File: src/shared/secl_pkg.sv
// Package for the shared-enable configuration latch block
package secl_pkg;
   // ------------------------------------------------------------
   // Register map (APB byte addresses)
   // ------------------------------------------------------------
   localparam logic [7:0] SECL_STATUS_OFS = 8'h00;
   localparam logic [7:0] SECL_CTRL_OFS = 8'h04;
   localparam logic [7:0] SECL_ADDR_MASK = 8'hFC;

   // STATUS field positions
   localparam int SECL_ST_BIST_LSB = 0;
   localparam int SECL_ST_RXPWR = 2;
   localparam int SECL_ST_OE_LSB = 3;
   localparam int SECL_ST_READY = 5;
   localparam int SECL_ST_BITS_LSB = 6;
   localparam int SECL_ST_BIST_OPEN = 8;
   localparam int SECL_ST_RX_OPEN = 9;
   localparam int SECL_ST_OE_OPEN = 10;

   // CTRL field positions
   localparam int SECL_CTRL_CLEAR = 0;

   // ------------------------------------------------------------
   // Reset values and timing
   // ------------------------------------------------------------
   localparam logic [1:0] SECL_BIST_OFF = 2'h3;  // High bits mean normal data path
   localparam logic SECL_RXPWR_OFF = 1'b0;
   localparam logic [1:0] SECL_OE_OFF = 2'h0;
   localparam int SECL_SETTLE_CYCLES = 16;
   localparam logic [31:0] SECL_ZERO_WORD = 32'h0000_0000;

   // Bit usage of the shared enable pair
   localparam int SECL_RX_BIT = 0;
   localparam int SECL_TX_BIT = 1;

   // ------------------------------------------------------------
   // Types
   // ------------------------------------------------------------
   typedef struct packed {
      logic tx_bist_active;
      logic rx_bist_active;
      logic rx_power_en;
      logic [1:0] serial_out_en;
      logic outputs_ready;
   } secl_cfg_t;

   typedef struct packed {
      logic bist_latch_open;
      logic rx_power_latch_open;
      logic serial_out_latch_open;
      logic [1:0] shared_enable_bits;
   } secl_pins_t;

   typedef enum logic [1:0] {
      SECL_IN_RESET,
      SECL_SETTLE,
      SECL_READY
   } secl_state_t;
endpackage : secl_pkg

File: src/hw/secl_latches.sv
// Shared-enable configuration latches with an APB status and control port
//
// Our own choices: the APB interface to the registers and the address map.
`timescale 1ns/1ps
// Function
// - BIST latch open passes bits to BIST
// - Low bit runs BIST, high bit normal
// - BIST latch holds bits after closing
// - Reset clears closed BIST latch, BIST off
// - Open RX latch: bit 0 drives power
// - Closing RX latch captures bit 0
// - Reset clears closed RX latch, RX off
// - Output latch passes then captures independently
// - High enables driver; reset disables both
// - Reset sampled; outputs settle within 16
module secl_latches #(
   parameter int SETTLE_CYCLES = secl_pkg::SECL_SETTLE_CYCLES
) (
   input wire logic pclk,
   input wire logic presetn,
   input wire logic device_reset_n,
   input secl_pkg::secl_pins_t pins_in,
   output secl_pkg::secl_cfg_t cfg_out,
   input wire logic psel,
   input wire logic penable,
   input wire logic pwrite,
   input wire logic [7:0] paddr,
   input wire logic [31:0] pwdata,
   output logic [31:0] prdata,
   output logic pready,
   output logic pslverr
);
   import secl_pkg::*;

   // ------------------------------------------------------------
   // Input synchronisers
   // ------------------------------------------------------------
   secl_pins_t meta_q;
   secl_pins_t sync_q;

   // Two-stage capture of the asynchronous pins
   always_ff @(posedge pclk or negedge presetn) begin
      if (!presetn) begin
         meta_q <= '0;
         sync_q <= '0;
      end else begin
         meta_q <= pins_in;
         sync_q <= meta_q;
      end
   end

   // ------------------------------------------------------------
   // Declarations
   // ------------------------------------------------------------
   // Ready rises SETTLE_CYCLES - 1 edges after the first edge that sees reset
   // released; that first edge only moves the tracker out of IN_RESET
   localparam int LAST_COUNT = SETTLE_CYCLES - 2;
   // Counter stops in READY, so it only has to hold the last settle count
   localparam int CNT_W = $clog2(SETTLE_CYCLES + 1);

   logic [1:0] bist_q, bist_d;
   logic rxpwr_q, rxpwr_d;
   logic [1:0] oe_q, oe_d;
   logic clear_q, clear_d;
   logic [CNT_W-1:0] cnt_q, cnt_d;
   secl_state_t state_q, state_d;
   logic [31:0] prdata_q, prdata_d;
   logic dev_rst;
   logic sel_status;
   logic sel_ctrl;
   logic addr_ok;
   logic wr_ctrl;
   logic rd_setup;

   // ------------------------------------------------------------
   // Reset sources and bus decode
   // ------------------------------------------------------------
   // Pin reset and the register clear pulse act alike on every latch
   assign dev_rst = !device_reset_n || clear_q;
   // Word decode ignores the byte-lane bits of the address
   assign sel_status = ((paddr & SECL_ADDR_MASK) == SECL_STATUS_OFS);
   assign sel_ctrl = ((paddr & SECL_ADDR_MASK) == SECL_CTRL_OFS);
   assign addr_ok = sel_status || sel_ctrl;
   // Writes act at the access edge, reads are staged at the setup edge
   assign wr_ctrl = psel && penable && pwrite && sel_ctrl;
   assign rd_setup = psel && !penable && !pwrite;

   // ------------------------------------------------------------
   // Configuration latches
   // ------------------------------------------------------------
   // Next latch values; an open BIST or RX latch keeps following the pins
   // through reset, while the serial output latch always yields to reset
   always_comb begin
      bist_d = bist_q;
      rxpwr_d = rxpwr_q;
      oe_d = oe_q;
      // BIST latch: transparent while open, cleared by reset when closed
      if (sync_q.bist_latch_open) begin
         bist_d = sync_q.shared_enable_bits;
      end else if (dev_rst) begin
         bist_d = SECL_BIST_OFF;
      end else begin
         bist_d = bist_q;
      end
      // Receive power latch on bit 0
      if (sync_q.rx_power_latch_open) begin
         rxpwr_d = sync_q.shared_enable_bits[SECL_RX_BIT];
      end else if (dev_rst) begin
         rxpwr_d = SECL_RXPWR_OFF;
      end else begin
         rxpwr_d = rxpwr_q;
      end
      // Serial output latch, reset wins regardless of its enable
      if (dev_rst) begin
         oe_d = SECL_OE_OFF;
      end else if (sync_q.serial_out_latch_open) begin
         oe_d = sync_q.shared_enable_bits;
      end
   end

   // Latch registers; power-up leaves BIST off, RX and drivers down
   always_ff @(posedge pclk or negedge presetn) begin
      if (!presetn) begin
         bist_q <= SECL_BIST_OFF;
         rxpwr_q <= SECL_RXPWR_OFF;
         oe_q <= SECL_OE_OFF;
      end else begin
         bist_q <= bist_d;
         rxpwr_q <= rxpwr_d;
         oe_q <= oe_d;
      end
   end

   // ------------------------------------------------------------
   // Settle tracker
   // ------------------------------------------------------------
   // Next tracker values; any reset restarts the count from zero
   always_comb begin
      cnt_d = cnt_q;
      state_d = state_q;
      case (state_q)
         SECL_IN_RESET: begin
            cnt_d = '0;
            if (!dev_rst) begin
               state_d = SECL_SETTLE;
            end
         end
         SECL_SETTLE: begin
            cnt_d = cnt_q + CNT_W'(1);
            if (dev_rst) begin
               state_d = SECL_IN_RESET;
            end else if (cnt_q == CNT_W'(LAST_COUNT)) begin
               state_d = SECL_READY;
            end
         end
         SECL_READY: begin
            if (dev_rst) begin
               state_d = SECL_IN_RESET;
            end
         end
         default: begin
            state_d = SECL_IN_RESET;
         end
      endcase
   end

   // Tracker registers
   always_ff @(posedge pclk or negedge presetn) begin
      if (!presetn) begin
         cnt_q <= '0;
         state_q <= SECL_IN_RESET;
      end else begin
         cnt_q <= cnt_d;
         state_q <= state_d;
      end
   end

   // ------------------------------------------------------------
   // Register port
   // ------------------------------------------------------------
   // Clear pulse lasts one cycle; read data is staged at the setup edge
   // so that it stands through the whole access phase
   always_comb begin
      clear_d = wr_ctrl && pwdata[SECL_CTRL_CLEAR];
      prdata_d = prdata_q;
      if (rd_setup) begin
         prdata_d = SECL_ZERO_WORD;
         if (sel_status) begin
            prdata_d[SECL_ST_BIST_LSB +: 2] = bist_q;
            prdata_d[SECL_ST_RXPWR] = rxpwr_q;
            prdata_d[SECL_ST_OE_LSB +: 2] = oe_q;
            prdata_d[SECL_ST_READY] = (state_q == SECL_READY);
            prdata_d[SECL_ST_BITS_LSB +: 2] = sync_q.shared_enable_bits;
            prdata_d[SECL_ST_BIST_OPEN] = sync_q.bist_latch_open;
            prdata_d[SECL_ST_RX_OPEN] = sync_q.rx_power_latch_open;
            prdata_d[SECL_ST_OE_OPEN] = sync_q.serial_out_latch_open;
         end
      end
   end

   // Register port registers
   always_ff @(posedge pclk or negedge presetn) begin
      if (!presetn) begin
         clear_q <= 1'b0;
         prdata_q <= SECL_ZERO_WORD;
      end else begin
         clear_q <= clear_d;
         prdata_q <= prdata_d;
      end
   end

   // ------------------------------------------------------------
   // Outputs
   // ------------------------------------------------------------
   // Low bit in the BIST latch selects the self-test sequence
   assign cfg_out.tx_bist_active = !bist_q[SECL_TX_BIT];
   assign cfg_out.rx_bist_active = !bist_q[SECL_RX_BIT];
   assign cfg_out.rx_power_en = rxpwr_q;
   assign cfg_out.serial_out_en = oe_q;
   assign cfg_out.outputs_ready = (state_q == SECL_READY);

   // APB answers with no wait states
   assign prdata = prdata_q;
   assign pready = 1'b1;
   assign pslverr = psel && penable && !addr_ok;
endmodule : secl_latches

File: config.mk
export PLATFORM = sky130hd
export DESIGN_NAME = secl_latches
export DESIGN_NICKNAME = d
export VERILOG_FILES = /design/src/shared/secl_pkg.sv /design/src/hw/secl_latches.sv
export SDC_FILE = /design/constraint.sdc
export NUM_CORES = 1
export LEC_CHECK = 0
export BUFFER_PORTS_ARGS = -buffer_cell sky130_fd_sc_hd__buf_2
export CAP_MARGIN = 25
export CORE_UTILIZATION = 42
export DETAILED_ROUTE_END_ITERATION = 8
export PLACE_DENSITY = 0.82
export SLEW_MARGIN = 0
export SYNTH_ARGS = -nofsm -noshare
export SYNTH_HDL_FRONTEND = slang
export SYNTH_SLANG_ARGS = --single-unit
export TNS_END_PERCENT = 30
File: constraint.sdc
create_clock -name pclk -period 1.6 [get_ports pclk]
set_input_delay 0.24 -clock pclk [delete_from_list [all_inputs] [get_ports pclk]]
set_output_delay 0.24 -clock pclk [all_outputs]
set_load 0.02 [all_outputs]
=== Word-level counts from Yosys, hierarchy flattened ===
Cells that the tools add are included.

* Bits in registers: 34
* Bits of input ports: 51
* Output and inout bits: 40
* Word-level logic and storage cells: 58

* $add $sub $neg: 1
* Equal/unequal tests: 7
* Mux-type cells: 13
* Reduce and logical (&&, ||, !) cells: 22

{| class="wikitable"
|+ Operators with widths
! operator !! count
|-
| 2-bit 2-to-1 mux || 8
|-
| 11-bit 2-to-1 mux || 1
|-
| 5-bit case mux with 2 select lines || 1
|-
| 8-bit zero test || 1
|-
| 2-bit nonzero test || 4
|-
| 1-bit logical AND || 7
|-
| 6-bit by 1-bit == test with 1-bit output (second input constant) || 1
|-
| 1-bit zero test || 6
|-
| 2-bit case mux with 3 select lines || 1
|-
| 5-bit by 1-bit adder with 5-bit output (second input constant) || 1
|-
| 5-bit by 4-bit == test with 1-bit output (second input constant) || 1
|-
| 3-bit inequality test (second input constant) || 1
|-
| 3-bit AND reduction || 1
|-
| 2-bit by 1-bit == test with 1-bit output (second input constant) || 1
|-
| 2-bit == test (second input constant) || 1
|-
| 2-bit zero test || 1
|-
| 1-bit logical OR || 2
|-
| 1-bit 2-to-1 mux || 2
|-
| 2-bit by 1-bit inequality test with 1-bit output (second input constant) || 1
|-
| 2-bit inequality test (second input constant) || 1
|}

=== Depth between registers and ports, before layout ===
Gate-level depths: netlist of run 1.

* Depth after elaboration: 4
* Depth in mapped cells: 5
* Mapped depth without buffers: 5

=== Least setup slack after synthesis of run 1 ===
Ideal clock, no wire load.

* Path type: flip-flop to flip-flop
* Start point: register cnt_q[0]
* End point: register state_q[1]
* Library setup time: 78 ps
* Arrival: 1,218 ps
* Setup slack: 304 ps
* Stages on the path, launching flop included: 6
* Path buffers: 0
* Cell sequence: dfrtp_1 -> inv_1 -> ha_1 -> nand2_1 -> or4_1 -> a21oi_1

* Cells in the longest elaborated chain, start to end: 3

{| class="wikitable"
|+ RTL lines
! element !! RTL line !! text
|-
| start, declared || secl_latches.sv:65 || <nowiki>logic [CNT_W-1:0] cnt_q, cnt_d;</nowiki>
|-
| start signal, assigned || secl_latches.sv:173 || <nowiki>cnt_q <= cnt_d;</nowiki>
|-
| 5-bit by 4-bit == test with 1-bit output || secl_latches.sv:152 || <nowiki>end else if (cnt_q == CNT_W'(LAST_COUNT)) begin</nowiki>
|-
| 3-bit inequality test (no source line) || n/a ||
|-
| 3-bit AND reduction (no source line) || n/a ||
|-
| end signal, assigned || secl_latches.sv:174 || <nowiki>state_q <= state_d;</nowiki>
|-
| end, declared || secl_latches.sv:66 || <nowiki>secl_state_t state_q, state_d;</nowiki>
|}

No other way between the ends.
A chain may end at the register's enable or synchronous reset.

==> results of run 1 <==
-- cell type report --
cell class | instances | share of cell area [%]
clock inverter | 2 | 0.716
timing repair buffer | 43 | 14.3
inverter | 7 | 1.50
sequential | 34 | 48.9
clock buffer | 6 | 2.94
multi-input combinational | 97 | 28.4
tap | 46 | 3.30
-- per-stage QoR --
stage	util, %	area (sq um)	power (W)	std cells
floorplan	-	1580	0.00108	165
global placement	47.9	1620	0.00109	221
detailed placement	47.9	1620	0.00110	221
CTS	51.2	1740	0.00160	234
global route	51.5	1750	0.00169	235
finish	51.5	1750	0.00159	235
-- logic make-up after synthesis --
logic type,Yosys count,synth area share (%)
buffers and inverters,34,15.4
adder cells (fa/ha/maj),2,1.66
AND/OR/NAND/NOR,49,15.1
multiplexers,3,2.08
other,2,0.499
AO/OA/AOI/OAI,21,8.56
flip-flops,34,56.7
-- placed cells by master, fill, tap and decap left out --
cell type and n:
sky130_fd_sc_hd__mux2i_1 2, sky130_fd_sc_hd__o21ai_0 9, sky130_fd_sc_hd__o31ai_1 5, sky130_fd_sc_hd__nor2_1 4
sky130_fd_sc_hd__nand3_1 5, sky130_fd_sc_hd__dfstp_2 2, sky130_fd_sc_hd__a21oi_1 4, sky130_fd_sc_hd__ha_1 2
sky130_fd_sc_hd__a22o_1 1, sky130_fd_sc_hd__conb_1 22, sky130_fd_sc_hd__clkbuf_4 5, sky130_fd_sc_hd__dlygate4sd3_1 6
sky130_fd_sc_hd__nor4_2 1, sky130_fd_sc_hd__buf_4 2, sky130_fd_sc_hd__nor3b_1 1, sky130_fd_sc_hd__clkinvlp_4 1
sky130_fd_sc_hd__clkinv_2 1, sky130_fd_sc_hd__nor3_1 5, sky130_fd_sc_hd__o311ai_0 2, sky130_fd_sc_hd__clkbuf_8 1
sky130_fd_sc_hd__inv_1 7, sky130_fd_sc_hd__nand2_1 27, sky130_fd_sc_hd__buf_2 35, sky130_fd_sc_hd__dfrtp_1 32
sky130_fd_sc_hd__mux2_2 1, sky130_fd_sc_hd__or4_1 1, sky130_fd_sc_hd__or3b_1 1, sky130_fd_sc_hd__nand2b_1 4
-- state kept, by name, summed over array words and instances (netlist names) --
name	count
bist_q	2
rxpwr_q	1
state_q	2
sync_q	5
oe_q	2
prdata	11
clear_q	1
meta_q	5
cnt_q	5
-- layer usage --
metal / GRT usage, % / vias up
li1: - / 521
met1: 17.4 / 484
met2: 23.3 / 35
met3: 6.00 / 4
met4: 7.94 / 0
met5: 0 / -
-- cells in the mapped netlist --
library cell	instances	share of area, %
sky130_fd_sc_hd__dfrtp_1	32	53
sky130_fd_sc_hd__nand2_1	27	6.7
sky130_fd_sc_hd__buf_4	23	11
sky130_fd_sc_hd__o21ai_0	9	3.0
sky130_fd_sc_hd__inv_1	7	1.7
sky130_fd_sc_hd__nand3_1	5	1.7
sky130_fd_sc_hd__nor3_1	5	1.7
sky130_fd_sc_hd__o31ai_1	5	2.5
sky130_fd_sc_hd__a21oi_1	4	1.3
sky130_fd_sc_hd__nand2b_1	4	1.7
sky130_fd_sc_hd__nor2_1	4	1.0
sky130_fd_sc_hd__buf_2	2	0.67
sky130_fd_sc_hd__buf_6	2	1.5
sky130_fd_sc_hd__conb_1	2	0.50
sky130_fd_sc_hd__dfstp_2	2	3.5
sky130_fd_sc_hd__ha_1	2	1.7
sky130_fd_sc_hd__mux2i_1	2	1.3
sky130_fd_sc_hd__o311ai_0	2	1.2
sky130_fd_sc_hd__a22o_1	1	0.58
sky130_fd_sc_hd__mux2_2	1	0.75
sky130_fd_sc_hd__nor3b_1	1	0.50
sky130_fd_sc_hd__nor4_2	1	0.83
sky130_fd_sc_hd__or3b_1	1	0.58
sky130_fd_sc_hd__or4_1	1	0.50
-- worst max-delay path: stages, from the launching register on --
cell and delay, ns:
sky130_fd_sc_hd__dfrtp_1 0.53, sky130_fd_sc_hd__nand2b_1 0.15, sky130_fd_sc_hd__inv_1 0.07, sky130_fd_sc_hd__buf_2 0.15
-- what timing repair did --
| action | in CTS | in global routing |
|---|---|---|
| hold buffers | 5 | 1 |
| endpoints found under the hold margin | 36 | 1 |
| gates resized for setup | 0 | 0 |
-- path summary, 6_finish.rpt --
check / start / to / cells past startpoint
max: state_q[1]$_DFFE_PN0P_ / cfg_out[0] / 3
min: pwdata[0] / clear_q$_DFF_PN0_ / 3
max reg2reg: cnt_q[0]$_DFFE_PN0P_ / state_q[1]$_DFFE_PN0P_ / 5
min reg2reg: meta_q[2]$_DFF_PN0_ / sync_q[2]$_DFF_PN0_ / 0
max in group asynchronous: presetn / bist_q[0]$_DFFE_PN1P_ / 3
min in group asynchronous: presetn / rxpwr_q$_DFFE_PN0P_ / 3
-- report_power, final --
part	leakage, nW	internal [W]	total [W]	switching [W]
Combinational	0.423	0.0000557	0.000174	0.000118
Clock	0.0343	0.000211	0.000495	0.000284
Sequential	0.437	0.000893	0.000917	0.0000241
Total	0.895	0.00116	0.00159	0.000426
==> results.toml, run 1 <==
[run_status]
result_of_the_run = "complete, no violations"

[sta]
hold-worst-slack_ns = 0.158
max_clock_freq_mhz = 680
setup-violations-final = 0
final_period_minus_worst_setup_slack_ns = 1.47
unrepaired_setup_endpoints_after_global_routing = "false"
timing.max_slew.rel_slack_pct = 66.6
finalMaxSlewViolations = 0
final.setup.worst_slack_ns = 0.130
report.final.hold_viol_count = 0
worst_slew_pin_slew_ns = 0.501
fin_crit_sh_pct = 91.9
totalNegativeSetupSlack_ns = 0
final.setup_skew_ns = 0.00516

[routing]
drt-total-wl_um = 2360
dr_total_vias = 1044
starting_drc_count_in_detailed_routing = 28
detail_route.wirelength.met1_um = 1040
route.met3.wl_um = 123
via_per_inst = 4.44
ant_nets = 0
met2_length_um = 1150
routed_wire_length_per_instance_um = 10.1
drt_pre_antenna_iters = 4
dr.max_layer_used = "met4"
detail_route.drc_violations = 0

[floorplanning]
rows = 21
initial_utilization_pct = 44.4
ioPinCount = 91
die_h_um = 61.9
die_area_sq_mm = 0.00383
placeableCoreArea_sq_mm = 0.00339
die-width_um = 61.9

[placement]
dp_worst_slack_ns = 0.177
routabilityCongestion = 0.714
port_buffers = 35
dp_hpwl_um = 1750

[final_layout]
num_antenna_cells = 0
finish.net_count = 241
total_area_of_multi_input_combinational_cells_sq_um = 495
areaGrowthSynthToFinish_pct = 16.0
post_route_cells_drive_above_1_share_pct = 25.9
register_area_sq_um = 853
fill_cells = 320

[grt]
grt_pass1_wl_um = 3910
grt_util_all_layers_pct = 14.8
grt_antenna_before_repair = 0
via_count_of_the_first_global_routing_pass = 892
grt_overflow = 0
grt_max_degree = 35

[yosys]
synth-warning-count = 0
post_synth_inst_count = 145
synth.lib_cells_used.distinct = 24
postSynthAreaPerCell_sq_um = 10.4
synth-seq-cells = 34
synthesis.area_sq_mm = 0.00151
sequential_element_share_of_the_synthesized_area_pct = 56.7

[clock_tree]
cts.reportedPaths.clkPinSlew_ns = 0.10
cts.repair_timing.setup_buffer_count = 0
clock_latency_ns = 0.33
cts_num_sinks = 34
clock_tree.root_cell = "sky130_fd_sc_hd__clkbuf_4"
cts_inserted_buffers = 5
cts_max_level = 2
clock_tree_from_tritoncts = "yes"
clock_tree.buffer_depth = 2

[worst_setup_path]
setup.worst_path.start_class = "flip-flop"
worst-setup-path-type = "flip-flop to output pin"
crit_end_category = "output pin"
reg2reg_setup_slack_ns = 0.19
crit_required_ns = 1.36
crit_arrival_ns = 1.23
worst-path-max-fanout = 10

[power]
vdd_ir_drop_max_uv = 424
power.density_cell_area_mw_per_mm2 = 908
total_leakage_power_nw = 0.895

[flow_run]
max_cap_check_violation_count = 0

[worst_hold_path]
holdCritPathClass = "input pin to flip-flop"
(Power assumes the default switching activity.)
==> run 2, diff against run 1 <==
--- a/config.mk
+++ b/config.mk
@@ -5,11 +5,12 @@
 export SDC_FILE = /design/constraint.sdc
 export NUM_CORES = 1
 export LEC_CHECK = 0
+export ABC_AREA = 1
 export BUFFER_PORTS_ARGS = -buffer_cell sky130_fd_sc_hd__buf_2
 export CAP_MARGIN = 25
-export CORE_UTILIZATION = 42
+export CORE_UTILIZATION = 44
 export DETAILED_ROUTE_END_ITERATION = 8
-export PLACE_DENSITY = 0.82
+export PLACE_DENSITY = 0.78
 export SLEW_MARGIN = 0
 export SYNTH_ARGS = -nofsm -noshare
 export SYNTH_HDL_FRONTEND = slang
==> run 2 against run 1 <==
- area after synthesis is 8.5% higher
- critical endpoint unchanged
- final cell count is 17% higher
- core utilization is 3.5 points higher
- setup slack better by 0.037 ns
- synthesized cell count is 32% higher
- flip-flop and latch count stayed put
- clock skew hardly changed
- combinational power is 8% higher
- largest cell class unchanged
==> results.toml, run 2 <==
[power]
vdd_ir_drop_max_uv = 667
power.switching_fraction_pct = 22.7
clockPowerShare_pct = 45.8
total_power_w = 0.00203
power.combinational.fraction_pct = 9.2
total_leakage_power_nw = 1.11
cellInternalPower_w = 0.00157
power.density_cell_area_mw_per_mm2 = 1070
power_frac_seq_pct = 45.0
switchingPower_w = 0.000461

[placement]
dp_hpwl_um = 1850
port_buffers = 35
routabilityCongestion = 0.720

[sta]
totalNegativeSetupSlack_ns = 0
unrepaired_setup_endpoints_after_global_routing = "false"
finalMaxSlewViolations = 0
final.setup_skew_ns = 0.00479
max_clock_freq_mhz = 697
fin_crit_sh_pct = 89.6
setup-violations-final = 0
final_period_minus_worst_setup_slack_ns = 1.43
report.final.hold_viol_count = 0

[final_layout]
layout_common_cells = "52 x sky130_fd_sc_hd__nand2_1, 35 x sky130_fd_sc_hd__buf_2, 32 x sky130_fd_sc_hd__dfrtp_1"
areaGrowthSynthToFinish_pct = 15.9
finish.net_count = 280
fill_cells = 336
total_area_of_multi_input_combinational_cells_sq_um = 538
num_antenna_cells = 0
post_route_cells_drive_above_1_share_pct = 23.2
largest_register_ffs = 11
register_area_sq_um = 853
leading_cell_type_in_the_layout_fill_and_taps_excluded = "sky130_fd_sc_hd__nand2_1"

[clock_tree]
clock_tree.buffer_depth = 2
clock_latency_ns = 0.28
cts.repair_timing.setup_buffer_count = 0
cts-resized-gates = 0
clock_tree.root_cell = "sky130_fd_sc_hd__clkbuf_8"
cts.reportedPaths.clkPinSlew_ns = 0.07
cts_max_level = 2
cts_inserted_buffers = 5
clock_tree_from_tritoncts = "yes"
cts_num_sinks = 34

[routing]
starting_drc_count_in_detailed_routing = 63
detail_route.wirelength.met1_um = 1130
detail_route.drc_violations = 0
drt-total-wl_um = 2540
dr.max_layer_used = "met4"
dr_total_vias = 1155
drt_pre_antenna_iters = 5
routed_wire_length_per_instance_um = 9.26
met2_length_um = 1180
route.met3.wl_um = 197
ant_nets = 0
via_per_inst = 4.22

[worst_setup_path]
worst-setup-path-type = "flip-flop to output pin"
r2r_end = "state_q[1]$_DFFE_PN0P_"
worst-path-max-fanout = 8
timing.reg2reg.worst_path_depth = 6
setup.worst_path.start_class = "flip-flop"
crit_required_ns = 1.36
reg2reg_setup_slack_ns = 0.58
r2r-start = "cnt_q[0]$_DFFE_PN0P_"
crit_end_category = "output pin"
crit_arrival_ns = 1.19

[yosys]
synth.most_common_cell = "sky130_fd_sc_hd__nand2_1"
synth_enable_flop_cells = 0
sequential_element_share_of_the_synthesized_area_pct = 52.3
netlist_top_cells_count = "52 x sky130_fd_sc_hd__nand2_1, 32 x sky130_fd_sc_hd__dfrtp_1, 26 x sky130_fd_sc_hd__inv_1"
async_flop_share_pct = 100
synth.lib_cells_used.distinct = 22
synth-warning-count = 0
synthesis.area_sq_mm = 0.00163
synth_top_cell_area_share_pct = 49.0
synth_ff_type = "sky130_fd_sc_hd__dfrtp_1"
postSynthAreaPerCell_sq_um = 8.55
synthTopCellsByArea = "sky130_fd_sc_hd__dfrtp_1 49%, sky130_fd_sc_hd__nand2_1 12%, sky130_fd_sc_hd__buf_4 11%"
synth-seq-cells = 34
post_synth_inst_count = 191
synthDominantAreaCellType = "sky130_fd_sc_hd__dfrtp_1"

[grt]
grt_util_all_layers_pct = 14.6
grt_max_degree = 35
grt_pass1_wl_um = 4380
grt_overflow = 0
via_count_of_the_first_global_routing_pass = 997
grt_antenna_before_repair = 0

[worst_hold_path]
min-delay-start = "pins_in[0]"
holdCritPathClass = "input pin to flip-flop"
whs_path_depth = 1
holdPathEnd = "meta_q[0]$_DFF_PN0_"

[floorplanning]
die_area_sq_mm = 0.00396
rows = 21
die_h_um = 62.9
die-width_um = 62.9
initial_utilization_pct = 47.4
placeableCoreArea_sq_mm = 0.00344
ioPinCount = 91

[flow_run]
max_cap_check_violation_count = 0

[run_status]
result_of_the_run = "complete, no violations"
==> run 2: cell types whose count changed in the layout (fill, tap and decap cells not counted), sizes merged, moves of 3 or more <==
cell,change
o21ai,-3
nand2,+26
nand3,+3
nand2b,-4
nor2,+19
nand4,+3
o31ai,-5
inv,+20
dlygate4sd3,-5
nor3,-5
==> run 2: how the worst max path moves through the flow <==
stage | startpoint | endpoint | slack [ns] | cells past startpoint
after detailed placement | pwrite | prdata[7]$_DFFE_PN0P_ | 0.44 | 6
after CTS | state_q[1]$_DFFE_PN0P_ | cfg_out[0] | 0.15 | 3
final | state_q[1]$_DFFE_PN0P_ | cfg_out[0] | 0.17 | 3
after global placement | pwrite | prdata[10]$_DFFE_PN0P_ | 0.46 | 6
after floorplan | cnt_q[0]$_DFFE_PN0P_ | cnt_q[4]$_DFFE_PN0P_ | 0.64 | 5
after global routing | state_q[1]$_DFFE_PN0P_ | cfg_out[0] | 0.08 | 3
==> run 2: critical path: stages (launching register included) <==
cell,delay [ns]
sky130_fd_sc_hd__dfrtp_1,0.52
sky130_fd_sc_hd__nand2_1,0.12
sky130_fd_sc_hd__inv_1,0.10
sky130_fd_sc_hd__buf_2,0.17
==> run 2: metrics by stage <==
step           instances  setup slack [ns]  area (sq um)  utilization (%)  hold WS, ns
3_3_place_gp         265             0.457          1750             50.7        0.209
3_5_place_dp         265             0.444          1750             50.7        0.210
6_report             274             0.166          1890             55.0       0.0579
2_1_floorplan        211             0.636          1710                -      -0.0556
5_1_grt              274            0.0833          1890             55.0       0.0335
4_1_cts              274             0.152          1890             55.0       0.0540
==> run 2: power by group through the flow <==
stage                     Sequential, W  Clock (W)  Combinational, W
after floorplan                0.000931          0          0.000163
after global placement         0.000929          0          0.000184
after detailed placement       0.000930          0          0.000187
after CTS                      0.000914   0.000943          0.000189
after global routing           0.000918   0.000997          0.000210
final                          0.000914   0.000929          0.000188
==> run 2: kinds of logic after synthesis <==
kind of cell,after synthesis,share of synthesized area [%]
compound gates,10,3.07
xor+xnor,1,0.536
simple gates,87,22.8
flops,34,52.3
fa+ha+maj,2,1.53
other cells,2,0.460
buf+inv,55,19.4
==> run 2: cell type report <==
cell class	count	area share [%]
repair buffers	37	10.8
multi-input cells	122	28.4
flip-flops and latches	34	45.1
well taps	46	3.04
clock inverters	3	3.64
clock buffers	5	3.64
inverters	27	5.35
==> run 2: what timing repair did <==
action	CTS	global route
setup endpoints to repair	0	0
hold endpoints to repair	32	0
hold buffers	1	0
==> run 2: layer usage <==
metal,vias to the layer above,GRT usage (%)
met2,56,22.3
li1,593,-
met3,4,6.57
met1,502,18.2
met4,0,5.23
met5,-,0
==> run 3, diff against run 2 <==
--- a/config.mk
+++ b/config.mk
@@ -8,9 +8,11 @@
 export ABC_AREA = 1
 export BUFFER_PORTS_ARGS = -buffer_cell sky130_fd_sc_hd__buf_2
 export CAP_MARGIN = 25
+export CORE_ASPECT_RATIO = 0.7
 export CORE_UTILIZATION = 44
 export DETAILED_ROUTE_END_ITERATION = 8
 export PLACE_DENSITY = 0.78
+export RECOVER_POWER = 100
 export SLEW_MARGIN = 0
 export SYNTH_ARGS = -nofsm -noshare
 export SYNTH_HDL_FRONTEND = slang
==> run 3 against run 2 <==
- flip-flop and latch count unchanged
- maximum frequency down 2.5%
- hold slack better by 0.0042 ns
- sequential power about the same
- wire length up 6.8%
- final cell count up 1.5%
- clock skew up 0.0013 ns
- largest cell class unchanged
- non-clock buffer count unchanged
- combinational power down 7%
- clock-buffer cell count unchanged
- die area up 0.10%
- via count up 1.2%
==> results.toml, run 3 (synthesis gave the netlist of run 2 again) <==
[clock_tree]
clock_tree_from_tritoncts = "yes"
clock_tree.root_cell = "sky130_fd_sc_hd__clkbuf_8"
cts_num_sinks = 34
clock_tree.buffer_depth = 2
cts.reportedPaths.clkPinSlew_ns = 0.07
cts-resized-gates = 0
cts_inserted_buffers = 5
clock_latency_ns = 0.28
cts_max_level = 2

[grt]
grt_antenna_before_repair = 0
via_count_of_the_first_global_routing_pass = 968
grt_pass1_wl_um = 4340
grt_overflow = 0
grt_util_all_layers_pct = 15.3
grt_max_degree = 35

[routing]
detail_route.drc_violations = 0
ant_nets = 0
routed_wire_length_per_instance_um = 9.74
drt_pre_antenna_iters = 4
dr_total_vias = 1169
drt-total-wl_um = 2710
via_per_inst = 4.21
starting_drc_count_in_detailed_routing = 105

[floorplanning]
ioPinCount = 91
die_area_sq_mm = 0.00396
initial_utilization_pct = 46.2
placeableCoreArea_sq_mm = 0.00354
die-width_um = 74.8
rows = 18
die_h_um = 53.0

[placement]
placed_area_sq_mm = 0.00175
dp_worst_slack_ns = 0.419
routabilityCongestion = 0.792
port_buffers = 35
dp_hpwl_um = 1990

[sta]
totalNegativeSetupSlack_ns = 0
final.setup_skew_ns = 0.00612
finalMaxSlewViolations = 0
worst_slew_pin_slew_ns = 0.790
timing.max_slew.rel_slack_pct = 47.3
report.final.hold_viol_count = 0
setup-violations-final = 0
final_period_minus_worst_setup_slack_ns = 1.47
max_clock_freq_mhz = 680
fin_crit_sh_pct = 91.9
unrepaired_setup_endpoints_after_global_routing = "false"
final.setup.worst_slack_ns = 0.129

[final_layout]
leading_cell_type_in_the_layout_fill_and_taps_excluded = "sky130_fd_sc_hd__nand2_1"
fill_cells = 354
finish.net_count = 280
final_cell_area_sq_mm = 0.00182
areaGrowthSynthToFinish_pct = 11.3
largest_register_ffs = 11
layout_common_cells = "52 x sky130_fd_sc_hd__nand2_1, 32 x sky130_fd_sc_hd__dfrtp_1, 26 x sky130_fd_sc_hd__inv_1"
post_route_cells_drive_above_1_share_pct = 14.0
final_core_utilization_pct = 51.4
num_antenna_cells = 0

[worst_setup_path]
worst_path_largest_cell_delay_ns = 0.50
crit_required_ns = 1.36
worst-setup-path-type = "flip-flop to output pin"
crit_path_cell_trace = "nand2_1, inv_1, clkbuf_1"
worst-path-max-fanout = 8
setup.worst_path.start_class = "flip-flop"
cp.buffers_inverters = 2
timing.reg2reg.worst_path_depth = 3
critical_path_depth = 3
slowest_stage = "sky130_fd_sc_hd__dfrtp_1"
timing.critical_path.max_delay_family = "flip-flops"
crit_end_category = "output pin"
crit_arrival_ns = 1.23

[power]
total_power_w = 0.00185
power.density_cell_area_mw_per_mm2 = 1020
vdd_ir_drop_max_uv = 628
total_leakage_power_nw = 1.01

[flow_run]
max_cap_check_violation_count = 0

[worst_hold_path]
whs_path_depth = 1
holdCritPathClass = "input pin to flip-flop"

[run_status]
result_of_the_run = "complete, no violations"
-- run 3: worst paths after layout --
| path | startpoint | endpoint | slack (ns) |
|---|---|---|---|
| setup / recovery | state_q[1]$_DFFE_PN0P_ | cfg_out[0] | 0.13 |
| min in group asynchronous | presetn | meta_q[2]$_DFF_PN0_ | 0.65 |
| hold / removal | pins_in[1] | meta_q[1]$_DFF_PN0_ | 0.06 |
| max in group asynchronous | presetn | state_q[0]$_DFFE_PN0P_ | 0.44 |
| setup reg to reg | state_q[1]$_DFFE_PN0P_ | cnt_q[2]$_DFFE_PN0P_ | 0.45 |
| hold reg to reg | meta_q[3]$_DFF_PN0_ | sync_q[3]$_DFF_PN0_ | 0.35 |
-- run 3: metal layers --
metal  global-route usage, %  part of all wire [%]  up-vias
li1                        -                     -      595
met1                    19.6                    47      532
met2                    23.6                    45       38
met3                    5.71                   6.4        4
met4                    5.66                   1.0        0
met5                       0                     0        -
-- run 3: stage by stage --
step | std cells | hold WS [ns]
2_1_floorplan | 211 | -0.0556
6_report | 278 | 0.0621
4_1_cts | 278 | 0.0560
5_1_grt | 278 | 0.0513
3_5_place_dp | 269 | 0.208
3_3_place_gp | 269 | 0.208
-- run 3: cell type report --
cell class	instances	area [sq um]	share of cell area (%)
clock buffers	5	68.8	3.79
clock inverters	3	40.0	2.20
inverters	27	101	5.58
multi-input cells	122	523	28.8
flip-flops and latches	34	853	47.0
well taps	50	62.6	3.44
repair buffers	37	168	9.23
-- run 3: power by group --
part	switching [W]	internal, W	total (W)
clock	0.000301	0.000458	0.000759
sequential	0.0000227	0.000893	0.000916
combinational	0.000131	0.0000434	0.000175
-- run 3: repair_timing --
item | CTS | global route
hold endpoints to repair | 32 | 0
hold buffers | 1 | 0
setup buffers | 0 | 0
